==> src/pkg/pimb_pkg.sv <==
package pimb_pkg;

	// register byte addresses on the serial bus
	localparam logic [7:0] ADDR_TOP_EVENT_MASK_A   = 8'h20;
	localparam logic [7:0] ADDR_TOP_EVENT_MASK_B   = 8'h21;
	localparam logic [7:0] ADDR_SWITCHER_EVENT_MASK = 8'h22;

	// reset values of the mask registers
	localparam logic [7:0] TOP_EVENT_MASK_A_RESET   = 8'h90;
	localparam logic [7:0] TOP_EVENT_MASK_B_RESET   = 8'h01;
	localparam logic [7:0] SWITCHER_EVENT_MASK_RESET = 8'hcc;

	// bits of the switcher mask that software may change; the rest read zero
	localparam logic [7:0] SWITCHER_EVENT_MASK_WRITABLE = 8'hdd;

	// value returned for an address outside the bank
	localparam logic [7:0] UNMAPPED_READ_VALUE = 8'h00;

	// gate positions in top_event_mask_a
	localparam int POS_POWER_OK_IRQ_GATE       = 7;
	localparam int POS_EXT_CLOCK_IRQ_GATE      = 4;
	localparam int POS_HOT_WARNING_IRQ_GATE    = 2;
	localparam int POS_CURRENT_SAMPLE_IRQ_GATE = 0;

	// gate position in top_event_mask_b
	localparam int POS_REG_RESET_IRQ_GATE = 0;

	// gate positions in switcher_event_mask
	localparam int POS_SW1_FALL_GATE        = 7;
	localparam int POS_SW1_RISE_GATE        = 6;
	localparam int POS_SW1_OVERCURRENT_GATE = 4;
	localparam int POS_SW0_FALL_GATE        = 3;
	localparam int POS_SW0_RISE_GATE        = 2;
	localparam int POS_SW0_OVERCURRENT_GATE = 0;

	// live condition inputs, in order of the raw status vector
	localparam int NUM_LEVELS          = 7;
	localparam int LVL_POWER_OK        = 0;
	localparam int LVL_EXT_CLOCK       = 1;
	localparam int LVL_HOT_WARNING     = 2;
	localparam int LVL_SW0_OUTPUT_OK   = 3;
	localparam int LVL_SW0_OVERCURRENT = 4;
	localparam int LVL_SW1_OUTPUT_OK   = 5;
	localparam int LVL_SW1_OVERCURRENT = 6;

	// interrupt flags
	localparam int NUM_FLAGS            = 9;
	localparam int FLAG_POWER_OK        = 0;
	localparam int FLAG_EXT_CLOCK       = 1;
	localparam int FLAG_HOT_WARNING     = 2;
	localparam int FLAG_CURRENT_SAMPLE  = 3;
	localparam int FLAG_REG_RESET       = 4;
	localparam int FLAG_SW0_OUTPUT_OK   = 5;
	localparam int FLAG_SW0_OVERCURRENT = 6;
	localparam int FLAG_SW1_OUTPUT_OK   = 7;
	localparam int FLAG_SW1_OVERCURRENT = 8;

	// serial slave states
	typedef enum logic [3:0] {
		ST_IDLE,
		ST_ADDR,
		ST_ADDR_ACK,
		ST_REG,
		ST_REG_ACK,
		ST_WDATA,
		ST_WDATA_ACK,
		ST_RDATA,
		ST_RACK
	} pimb_serial_state_type;

endpackage

==> src/hw/pimb_event_gate.sv <==
module pimb_event_gate #(
	parameter int W = 7
) (
	// clock, reset, enable
	input  wire logic         core_clk,
	input  wire logic         resetn,
	input  wire logic         ce,
	// live levels
	input  wire logic [W-1:0] level,
	// one-cycle edge pulses
	output logic      [W-1:0] rise,
	output logic      [W-1:0] fall
);

	logic [W-1:0] level_q;

	// previous sample; raw conditions idle at zero after reset
	always_ff @(posedge core_clk) begin
		if (!resetn) begin
			level_q <= '0;
		end else if (ce) begin
			level_q <= level;
		end
	end

	// registered edge pulses, one cycle each
	always_ff @(posedge core_clk) begin
		if (!resetn) begin
			rise <= '0;
			fall <= '0;
		end else if (ce) begin
			rise <= level & ~level_q;
			fall <= ~level & level_q;
		end
	end

endmodule

==> src/hw/pimb_flag_bank.sv <==
module pimb_flag_bank #(
	parameter int W = 9
) (
	// clock, reset, enable
	input  wire logic         core_clk,
	input  wire logic         resetn,
	input  wire logic         ce,
	// unmasked events and clears
	input  wire logic [W-1:0] set_evt,
	input  wire logic [W-1:0] clear,
	// sticky flags
	output logic      [W-1:0] flags
);

	// set wins over a clear in the same cycle so no event is lost
	always_ff @(posedge core_clk) begin
		if (!resetn) begin
			flags <= '0;
		end else if (ce) begin
			flags <= (flags & ~clear) | set_evt;
		end
	end

endmodule

==> src/hw/pimb_mask_bank.sv <==
module pimb_mask_bank
	import pimb_pkg::*;
#(
	parameter logic [6:0] DEVICE_ADDR = 7'h2c // arbitrary bus address
) (
	// clock, reset, enable
	input  wire logic                  core_clk,
	input  wire logic                  resetn,
	input  wire logic                  ce,
	// serial bus, open drain data
	input  wire logic                  scl_in,
	input  wire logic                  sda_in,
	output logic                       sda_out,
	output logic                       sda_oe_n,
	// one-time memory value of the register-reset gate
	input  wire logic                  otp_reg_reset_gate,
	// live conditions, 1 = invalid / active
	input  wire logic                  power_ok_raw,
	input  wire logic                  ext_clock_raw,
	input  wire logic                  hot_warning_raw,
	input  wire logic                  sw0_output_ok_raw,
	input  wire logic                  sw0_overcurrent_raw,
	input  wire logic                  sw1_output_ok_raw,
	input  wire logic                  sw1_overcurrent_raw,
	// one-cycle event pulses
	input  wire logic                  current_sample_done,
	input  wire logic                  reg_reset_done,
	// flag clears from the flag registers
	input  wire logic [NUM_FLAGS-1:0]  flag_clear,
	// status and interrupt
	output logic      [NUM_LEVELS-1:0] raw_status,
	output logic      [NUM_FLAGS-1:0]  irq_flags,
	output logic                       irq_n
);

	// mask registers
	logic [7:0] top_event_mask_a;
	logic [7:0] top_event_mask_b;
	logic [7:0] switcher_event_mask;

	// serial slave state
	pimb_serial_state_type state;
	logic [7:0] shifter;
	logic [7:0] pointer;
	logic [2:0] bit_cnt;
	logic       byte_done;
	logic       read_mode;
	logic       master_nack;
	logic       scl_q;
	logic       sda_q;
	logic       wr_strobe;
	logic [7:0] wr_data;

	// bus conditions
	logic       start_cond;
	logic       stop_cond;
	logic       scl_rise;
	logic       scl_fall;
	logic [7:0] read_value;

	// event path
	logic [NUM_LEVELS-1:0] levels;
	logic [NUM_LEVELS-1:0] level_rise;
	logic [NUM_LEVELS-1:0] level_fall;
	logic [NUM_FLAGS-1:0]  flag_set;

	// named gates
	logic power_ok_irq_gate;
	logic ext_clock_irq_gate;
	logic hot_warning_irq_gate;
	logic current_sample_irq_gate;
	logic reg_reset_irq_gate;
	logic sw1_fall_gate;
	logic sw1_rise_gate;
	logic sw1_overcurrent_gate;
	logic sw0_fall_gate;
	logic sw0_rise_gate;
	logic sw0_overcurrent_gate;

	// register read decode, unmapped addresses read a fixed value
	function automatic logic [7:0] pimb_read_value(
		input logic [7:0] addr,
		input logic [7:0] mask_a,
		input logic [7:0] mask_b,
		input logic [7:0] mask_sw
	);
		case (addr)
			ADDR_TOP_EVENT_MASK_A:    return mask_a;
			ADDR_TOP_EVENT_MASK_B:    return mask_b;
			ADDR_SWITCHER_EVENT_MASK: return mask_sw;
			default:                  return UNMAPPED_READ_VALUE;
		endcase
	endfunction

	// write decode against the current register pointer
	function automatic logic pimb_write_hit(
		input logic       strobe,
		input logic [7:0] addr,
		input logic [7:0] target
	);
		return strobe && (addr == target);
	endfunction

	// bus edges from the previous sample; pins are synchronous to core_clk
	assign start_cond = scl_in & scl_q & sda_q & ~sda_in;
	assign stop_cond  = scl_in & scl_q & ~sda_q & sda_in;
	assign scl_rise   = scl_in & ~scl_q;
	assign scl_fall   = ~scl_in & scl_q;
	assign read_value = pimb_read_value(pointer, top_event_mask_a, top_event_mask_b, switcher_event_mask);

	// previous bus levels; idle bus is high
	always_ff @(posedge core_clk) begin
		if (!resetn) begin
			scl_q <= 1'b1;
			sda_q <= 1'b1;
		end else if (ce) begin
			scl_q <= scl_in;
			sda_q <= sda_in;
		end
	end

	// open drain: the data level is only ever pulled low
	always_ff @(posedge core_clk) begin
		if (!resetn) begin
			sda_out <= 1'b0;
		end else if (ce) begin
			sda_out <= 1'b0;
		end
	end

	// serial slave: address, register pointer, then data with auto increment
	always_ff @(posedge core_clk) begin
		if (!resetn) begin
			state       <= ST_IDLE;
			shifter     <= 8'h00;
			pointer     <= 8'h00;
			bit_cnt     <= 3'h0;
			byte_done   <= 1'b0;
			read_mode   <= 1'b0;
			master_nack <= 1'b0;
			sda_oe_n    <= 1'b1;
			wr_strobe   <= 1'b0;
			wr_data     <= 8'h00;
		end else if (ce) begin
			wr_strobe <= 1'b0;
			if (stop_cond) begin
				state    <= ST_IDLE;
				sda_oe_n <= 1'b1;
			end else if (start_cond) begin
				// a repeated start keeps the pointer for a following read
				state     <= ST_ADDR;
				bit_cnt   <= 3'h0;
				byte_done <= 1'b0;
				sda_oe_n  <= 1'b1;
			end else if (scl_rise) begin
				case (state)
					ST_ADDR, ST_REG, ST_WDATA: begin
						shifter   <= {shifter[6:0], sda_in};
						bit_cnt   <= bit_cnt + 3'h1;
						byte_done <= (bit_cnt == 3'h7);
					end
					ST_RDATA: begin
						bit_cnt   <= bit_cnt + 3'h1;
						byte_done <= (bit_cnt == 3'h7);
					end
					ST_RACK: begin
						master_nack <= sda_in;
					end
					default: begin
					end
				endcase
			end else if (scl_fall) begin
				// data changes only while the clock is low
				case (state)
					ST_ADDR: begin
						if (byte_done) begin
							byte_done <= 1'b0;
							if (shifter[7:1] == DEVICE_ADDR) begin
								read_mode <= shifter[0];
								sda_oe_n  <= 1'b0;
								state     <= ST_ADDR_ACK;
							end else begin
								state <= ST_IDLE;
							end
						end
					end
					ST_ADDR_ACK: begin
						if (read_mode) begin
							shifter  <= read_value;
							sda_oe_n <= read_value[7];
							bit_cnt  <= 3'h0;
							state    <= ST_RDATA;
						end else begin
							sda_oe_n <= 1'b1;
							state    <= ST_REG;
						end
					end
					ST_REG: begin
						if (byte_done) begin
							byte_done <= 1'b0;
							pointer   <= shifter;
							sda_oe_n  <= 1'b0;
							state     <= ST_REG_ACK;
						end
					end
					ST_REG_ACK: begin
						sda_oe_n <= 1'b1;
						state    <= ST_WDATA;
					end
					ST_WDATA: begin
						if (byte_done) begin
							byte_done <= 1'b0;
							wr_strobe <= 1'b1;
							wr_data   <= shifter;
							sda_oe_n  <= 1'b0;
							state     <= ST_WDATA_ACK;
						end
					end
					ST_WDATA_ACK: begin
						sda_oe_n <= 1'b1;
						pointer  <= pointer + 8'h01;
						state    <= ST_WDATA;
					end
					ST_RDATA: begin
						if (byte_done) begin
							// advance now so the next byte is ready at the ack
							byte_done <= 1'b0;
							sda_oe_n  <= 1'b1;
							pointer   <= pointer + 8'h01;
							state     <= ST_RACK;
						end else begin
							shifter  <= {shifter[6:0], 1'b0};
							sda_oe_n <= shifter[6];
						end
					end
					ST_RACK: begin
						if (master_nack) begin
							state <= ST_IDLE;
						end else begin
							shifter  <= read_value;
							sda_oe_n <= read_value[7];
							bit_cnt  <= 3'h0;
							state    <= ST_RDATA;
						end
					end
					default: begin
						state <= ST_IDLE;
					end
				endcase
			end
		end
	end

	// first top mask; reserved bits are plain storage
	always_ff @(posedge core_clk) begin
		if (!resetn) begin
			top_event_mask_a <= TOP_EVENT_MASK_A_RESET;
		end else if (ce && pimb_write_hit(wr_strobe, pointer, ADDR_TOP_EVENT_MASK_A)) begin
			top_event_mask_a <= wr_data;
		end
	end

	// second top mask; the gate bit is refilled from one-time memory on every reset
	always_ff @(posedge core_clk) begin
		if (!resetn) begin
			top_event_mask_b <= {TOP_EVENT_MASK_B_RESET[7:1], otp_reg_reset_gate};
		end else if (ce && pimb_write_hit(wr_strobe, pointer, ADDR_TOP_EVENT_MASK_B)) begin
			top_event_mask_b <= wr_data;
		end
	end

	// switcher mask; reserved bits stay zero whatever is written
	always_ff @(posedge core_clk) begin
		if (!resetn) begin
			switcher_event_mask <= SWITCHER_EVENT_MASK_RESET;
		end else if (ce && pimb_write_hit(wr_strobe, pointer, ADDR_SWITCHER_EVENT_MASK)) begin
			switcher_event_mask <= wr_data & SWITCHER_EVENT_MASK_WRITABLE;
		end
	end

	// gate bits by name
	assign power_ok_irq_gate       = top_event_mask_a[POS_POWER_OK_IRQ_GATE];
	assign ext_clock_irq_gate      = top_event_mask_a[POS_EXT_CLOCK_IRQ_GATE];
	assign hot_warning_irq_gate    = top_event_mask_a[POS_HOT_WARNING_IRQ_GATE];
	assign current_sample_irq_gate = top_event_mask_a[POS_CURRENT_SAMPLE_IRQ_GATE];
	assign reg_reset_irq_gate      = top_event_mask_b[POS_REG_RESET_IRQ_GATE];
	assign sw1_fall_gate           = switcher_event_mask[POS_SW1_FALL_GATE];
	assign sw1_rise_gate           = switcher_event_mask[POS_SW1_RISE_GATE];
	assign sw1_overcurrent_gate    = switcher_event_mask[POS_SW1_OVERCURRENT_GATE];
	assign sw0_fall_gate           = switcher_event_mask[POS_SW0_FALL_GATE];
	assign sw0_rise_gate           = switcher_event_mask[POS_SW0_RISE_GATE];
	assign sw0_overcurrent_gate    = switcher_event_mask[POS_SW0_OVERCURRENT_GATE];

	// live condition vector
	always_comb begin
		levels                      = '0;
		levels[LVL_POWER_OK]        = power_ok_raw;
		levels[LVL_EXT_CLOCK]       = ext_clock_raw;
		levels[LVL_HOT_WARNING]     = hot_warning_raw;
		levels[LVL_SW0_OUTPUT_OK]   = sw0_output_ok_raw;
		levels[LVL_SW0_OVERCURRENT] = sw0_overcurrent_raw;
		levels[LVL_SW1_OUTPUT_OK]   = sw1_output_ok_raw;
		levels[LVL_SW1_OVERCURRENT] = sw1_overcurrent_raw;
	end

	// raw status follows the conditions, never the masks
	always_ff @(posedge core_clk) begin
		if (!resetn) begin
			raw_status <= '0;
		end else if (ce) begin
			raw_status <= levels;
		end
	end

	pimb_event_gate #(
		.W (NUM_LEVELS)
	) u_event_gate (
		.core_clk (core_clk),
		.resetn   (resetn),
		.ce       (ce),
		.level    (levels),
		.rise     (level_rise),
		.fall     (level_fall)
	);

	// an event is gated by the mask value in the cycle it is detected
	always_comb begin
		flag_set = '0;
		flag_set[FLAG_POWER_OK] = (level_rise[LVL_POWER_OK] | level_fall[LVL_POWER_OK])
			& ~power_ok_irq_gate;
		flag_set[FLAG_EXT_CLOCK] = (level_rise[LVL_EXT_CLOCK] | level_fall[LVL_EXT_CLOCK])
			& ~ext_clock_irq_gate;
		flag_set[FLAG_HOT_WARNING]     = level_rise[LVL_HOT_WARNING] & ~hot_warning_irq_gate;
		flag_set[FLAG_CURRENT_SAMPLE]  = current_sample_done & ~current_sample_irq_gate;
		flag_set[FLAG_REG_RESET]       = reg_reset_done & ~reg_reset_irq_gate;
		// raw rising means output became invalid, falling means valid
		flag_set[FLAG_SW1_OUTPUT_OK] = (level_rise[LVL_SW1_OUTPUT_OK] & ~sw1_fall_gate)
			| (level_fall[LVL_SW1_OUTPUT_OK] & ~sw1_rise_gate);
		flag_set[FLAG_SW0_OUTPUT_OK] = (level_rise[LVL_SW0_OUTPUT_OK] & ~sw0_fall_gate)
			| (level_fall[LVL_SW0_OUTPUT_OK] & ~sw0_rise_gate);
		flag_set[FLAG_SW1_OVERCURRENT] = level_rise[LVL_SW1_OVERCURRENT] & ~sw1_overcurrent_gate;
		flag_set[FLAG_SW0_OVERCURRENT] = level_rise[LVL_SW0_OVERCURRENT] & ~sw0_overcurrent_gate;
	end

	pimb_flag_bank #(
		.W (NUM_FLAGS)
	) u_flag_bank (
		.core_clk (core_clk),
		.resetn   (resetn),
		.ce       (ce),
		.set_evt  (flag_set),
		.clear    (flag_clear),
		.flags    (irq_flags)
	);

	// flags are only ever set by unmasked events, so any flag drives the output
	always_ff @(posedge core_clk) begin
		if (!resetn) begin
			irq_n <= 1'b1;
		end else if (ce) begin
			irq_n <= ~(|irq_flags);
		end
	end

endmodule

==> config.mk <==
export PLATFORM = sky130hd
export DESIGN_NAME = pimb_mask_bank
export DESIGN_NICKNAME = d
export VERILOG_FILES = /design/src/pkg/pimb_pkg.sv /design/src/hw/pimb_event_gate.sv /design/src/hw/pimb_flag_bank.sv /design/src/hw/pimb_mask_bank.sv
export SDC_FILE = /design/constraint.sdc
export NUM_CORES = 1
export LEC_CHECK = 0
export BUFFER_PORTS_ARGS = -buffer_cell sky130_fd_sc_hd__clkbuf_2
export CAP_MARGIN = 25
export CORE_ASPECT_RATIO = 0.9
export CORE_MARGIN = 4
export CORE_UTILIZATION = 52
export CTS_CLUSTER_DIAMETER = 200
export DETAILED_ROUTE_END_ITERATION = 16
export GPL_TIMING_DRIVEN = 0
export PLACE_DENSITY = 0.71
export SLEW_MARGIN = 20
export SYNTH_ARGS = -nofsm -noshare
export SYNTH_HDL_FRONTEND = slang
export SYNTH_HIERARCHICAL = 1
export SYNTH_SLANG_ARGS = --single-unit
==> constraint.sdc <==
create_clock -name core_clk -period 4.2 [get_ports core_clk]
set_input_delay 1.05 -clock core_clk [delete_from_list [all_inputs] [get_ports core_clk]]
set_output_delay 1.05 -clock core_clk [all_outputs]
set_load 0.03 [all_outputs]
# Word level (Yosys, flattened, before mapping)
# Index checks and enable logic that the tools add are counted.
dict set report classes {
  bitwise 48
  n_mux 54
  eq_ne 32
  n_reduce_logical 27
  addsub 2
}
# op n
set op_table {}
lappend op_table {{one-hot mux 8 bit (3 select lines)} 3}
lappend op_table {{2-to-1 mux 8 bit} 8}
lappend op_table {{2-to-1 mux 4 bit} 8}
lappend op_table {{inequality test 4 bit, second input constant} 8}
lappend op_table {{one-hot mux 4 bit (7 select lines)} 1}
lappend op_table {{== test 8 x 6 -> 1 bit, second input constant} 3}
lappend op_table {{2-to-1 mux 3 bit} 8}
lappend op_table {{AND reduction 8 bit} 3}
lappend op_table {{2-to-1 mux 1 bit} 23}
lappend op_table {{AND reduction 7 bit} 3}
lappend op_table {{inverter 1 bit} 19}
lappend op_table {{bitwise AND 1 bit} 18}
lappend op_table {{inequality test 3 bit, second input constant} 6}
lappend op_table {{== test 4 x 3 -> 1 bit, second input constant} 4}
lappend op_table {{AND reduction 5 bit} 2}
lappend op_table {{bitwise AND 9 bit} 1}
lappend op_table {{inverter 9 bit} 1}
lappend op_table {{bitwise OR 9 bit} 1}
lappend op_table {{AND reduction 9 bit} 1}
lappend op_table {{nonzero test 3 bit} 3}
lappend op_table {{OR reduction 9 bit} 1}
lappend op_table {{adder 8 x 1 -> 8 bit, second input constant} 1}
lappend op_table {{== test 4 x 2 -> 1 bit, second input constant} 2}
lappend op_table {{nonzero test 4 bit} 2}
lappend op_table {{other kinds (22)} 33}
dict set report totals {
  reg_bits 90
  output_inout_bits 19
  inputBits 24
  elab_cells 184
}

# Logic depth before layout (Yosys ltp)
dict set report logic_depth {
  depth_word 8
  mapped_depth 9
  mapped_depth_nobuf 7
}

# Hierarchy
# Netlist, hierarchy kept.
# mod seq_area_each_um2 area_each_um2 cells_per_inst instances
set by_module_without_submodules {}
lappend by_module_without_submodules {pimb_mask_bank 1371.3 3619.7 425 1}
lappend by_module_without_submodules {pimb_event_gate 420.4 895.9 85 1}
lappend by_module_without_submodules {pimb_flag_bank 180.2 380.4 38 1}

# Worst setup path after synthesis
# Ideal clock, no wire load.
dict set report synth_path {
  path_kind {in2reg}
  from {in scl_in}
  to {reg pointer[4]}
  arrival_time_ns 2.292
  cell_stages 6
  path_buffers 1
  slack_ns 1.778
  setup_ns 0.130
  required_time_ns 4.070
  path_cell_list {ha_1 -> a21boi_0 -> nand4_1 -> clkbuf_1 -> a21oi_1 -> o32ai_1}
}
dict set report synth_via {
  elab_chain_len 5
  elab_cells_between_ends 12
  classes_between {bitwise (11); reduce/logical (1)}
}
# item line
set synth_lines {}
lappend synth_lines {{start, declared} pimb_mask_bank.sv:11} ;# input wire logic scl_in,
lappend synth_lines {{bitwise AND 1 bit} {pimb_mask_bank.sv:105, pimb_mask_bank.sv:106}}
lappend synth_lines {{bitwise AND 1 bit, on equally long branches (2 in a row)} {pimb_mask_bank.sv:106, pimb_mask_bank.sv:105}}
lappend synth_lines {{inverter 1 bit (no source line)} n/a}
lappend synth_lines {{AND reduction 8 bit (no source line) *} n/a}
lappend synth_lines {{end signal, assigned} pimb_mask_bank.sv:201} ;# pointer <= shifter;
lappend synth_lines {{end signal, assigned} pimb_mask_bank.sv:221} ;# pointer <= pointer + 8'h01;
lappend synth_lines {{end signal, assigned} pimb_mask_bank.sv:229} ;# pointer <= pointer + 8'h01;
lappend synth_lines {{end, declared} pimb_mask_bank.sv:44} ;# logic [7:0] pointer;
# Mark *: on every way between the ends. The rest lies on a longest branch, timed or not.
# A chain may end at the register's enable or synchronous reset.

# Worst setup path after layout
dict set report layout_path {
  from {in scl_in}
  to {reg pointer[5]}
}
# Same word-level chain as after synthesis.

==> summary.log <==
qor: global_route.grt_start_max_net_pins 17
qor: global_route.top_usage_layer met2
qor: worst_setup_path.cp_slowest_cell sky130_fd_sc_hd__nand4_1
qor: clock_network.cts_root_buf sky130_fd_sc_hd__clkbuf_8
qor: layout.most-common-layout-cells sky130_fd_sc_hd__dfxtp_1 (94), sky130_fd_sc_hd__nand2_1 (81), sky130_fd_sc_hd__mux2i_1 (57)
qor: layout.layout.cells.non_filler 711
qor: outcome.outcome finished clean
qor: sta.slew_at_the_pin_with_the_worst_max_slew_slack 0.7860 ns
qor: clock_network.cts.path.max_buffers 2
qor: layout.final_area 0.005323 mm2
qor: clock_network.tritoncts.num_buffers 9
qor: synthesis.synth.yosys.warnings 6
qor: detailed_routing.detailroute.via_count 4,078
qor: synthesis.post_synthesis_instance_area 0.004776 mm2
qor: detailed_routing.drt_first_iter_violations 258
qor: detailed_routing.vias_per_cell 5.736
qor: global_route.number_of_antenna_violations_at_the_first_check_in_global_routing 0
qor: flow_run.timing.max_cap.violations 0
qor: place.hpwl 8675 um
qor: clock_network.cts_tree built
qor: sta.max_slew_margin 0.4760
qor: place.placed_cells 696
qor: worst_setup_path.worst_ep_required_time 4.47 ns
qor: clock_network.clkLatencyLatePin 0.37 ns
qor: detailed_routing.drtAntennaViolNets 0
qor: detailed_routing.detail_route.first_pass.iterations 5
qor: sta.setup_tns 0 ns
qor: sta.fmax 0.3733 GHz
qor: sta.timing.final.crit_share 0.6377
qor: place.dpl_cell_area 0.005130 mm2
qor: worst_setup_path.cell_by_cell_trace_of_the_critical_path clkbuf_2, ha_1, a21boi_0, nand4_1, clkbuf_1, o32ai_1
qor: detailed_routing.overall_routed_net_length 12,160 um
qor: sta.timing_max_transition_violations_final 0
qor: sta.finClkSkew 0.01327 ns
qor: worst_setup_path.critical_path_class input port to register
qor: layout.post_route_cells_drive_above_1_share 0.1554
qor: clock_network.numClockSinks 95
qor: clock_network.cts_setup_buffers 0
qor: place.globalplace.congestion 0.9306
qor: worst_setup_path.critPathCaptureType register
qor: clock_network.cts_max_level 3
qor: global_route.gr-usage-all-layers 0.2294
qor: layout.nNetsFinal 621
qor: hold_path.hold_path.class register to register
qor: global_route.grt_util_met1 0.3065
qor: power_and_ir_drop.power_density_cells 320.9 mW/mm2
qor: power_and_ir_drop.max-vdd-ir-drop 199.4 uV
qor: sta.rsz0062_at_grt false
qor: detailed_routing.wl_per_cell 17.10 um
qor: floorplan.die_width 109.0 um
qor: synthesis.synth.net_count 569
qor: clock_network.ctsHoldBuffers 0
qor: floorplan.core_area 0.008768 mm2
qor: sta.final-hold-violation-count 0
qor: worst_setup_path.element_type_at_the_critical_path_start input port
qor: global_route.grt.overflow.total 0
qor: global_route.globalRouteMet3Util 0.03667
qor: worst_setup_path.worst-r2r-setup-slack 1.79 ns
qor: floorplan.initial_utilization 0.5447
qor: sta.fin_worst_hold_slack 0.4653 ns
qor: sta.setup_viol 0
qor: detailed_routing.post-route-drc-count 0
qor: synthesis.syn_area_per_cell 8.910 um2
qor: layout.antenna-diode-count 0
qor: floorplan.die_h 98.92 um
qor: worst_setup_path.worstPathMaxFanout 10
qor: sta.period_minus_slack 2.678 ns
qor: power_and_ir_drop.p_leak 2.232 nW
qor: synthesis.synthesis.instances 536
qor: worst_setup_path.cp_arrival 2.95 ns
qor: clock_network.post_cts_resized 0
qor: global_route.first_global_vias 3,993
qor: layout.post-route-util 0.6070
qor: floorplan.die-area 0.01078 mm2
qor: clock_network.clk_transition_reported_paths 0.10 ns
qor: layout.final_common_cell sky130_fd_sc_hd__dfxtp_1
qor: global_route.globalRouteMet2Util 0.3834
qor: floorplan.design.portCount 43
qor: worst_setup_path.crit_path_max_incr_delay 0.44 ns
qor: place.port-buffer-count 41
qor: floorplan.std_cell_rows 32
qor: layout.area_added_between_synthesis_and_finish 11.45%
qor: global_route.grt_first_pass_wirelength 19,930 um
==> sequential cells by signal, summed over array words and instances, names as in the netlist, 7 cells and up <==
register / cells
top_event_mask_a: 8
shifter: 8
raw_status: 7
top_event_mask_b: 8
u_flag_bank/flags: 9
u_event_gate/rise: 7
pointer: 8
wr_data: 8
u_event_gate/level_q: 7
==> final cells by class <==
| cell class | count | area (um2) |
|---|---|---|
| Fill cell | 808 | 3446 |
| Clock inverter | 6 | 68.82 |
| Tap cell | 119 | 148.9 |
| Sequential cell | 95 | 1912 |
| Inverter | 12 | 45.04 |
| Clock buffer | 9 | 123.9 |
| Multi-Input combinational cell | 390 | 2597 |
| Buffer | 39 | 221.5 |
| Timing Repair Buffer | 41 | 205.2 |
==> power by group <==
group / leakage, nW / switching [mW] / internal (mW)
Clock: 0.0961 / 0.333 / 0.277
Combinational: 1.36 / 0.103 / 0.0634
Sequential: 0.773 / 0.0108 / 0.921
Total: 2.23 / 0.447 / 1.26
==> metal layers <==
layer / wire length [um] / up-vias / share of wire
met2: 5942 / 114 / 0.49
met4: 121 / 0 / 0.010
met5: 0 / - / 0
met1: 5505 / 1928 / 0.45
met3: 587 / 11 / 0.048
li1: - / 2025 / -
==> worst max-delay path: cells and delay by family <==
family | cells | cell delay (ns)
AO/OA/AOI/OAI | 2 | 0.73
buffers and inverters | 2 | 0.48
AND/OR/NAND/NOR | 1 | 0.44
adder cells (fa/ha/maj) | 1 | 0.25
==> per-stage QoR <==
step	power, mW	setup slack [ns]
CTS	1.718	1.555
global route	1.766	1.240
detailed placement	1.118	1.173
finish	1.708	1.522
floorplan	1.063	1.778
global placement	1.115	1.246
==> worst paths after layout <==
kind,end,cells past startpoint,start
worst max register to register,pointer[5]$_SDFFE_PN0P_,6,state[1]$_SDFFE_PN0P_
worst max-delay path,pointer[5]$_SDFFE_PN0P_,6,scl_in
worst min-delay path,u_event_gate/rise[4]$_SDFFE_PN0P_,2,u_event_gate/rise[4]$_SDFFE_PN0P_
worst min register to register,u_event_gate/rise[4]$_SDFFE_PN0P_,2,u_event_gate/rise[4]$_SDFFE_PN0P_
No activity file was read; power rests on OpenSTA's default activity.
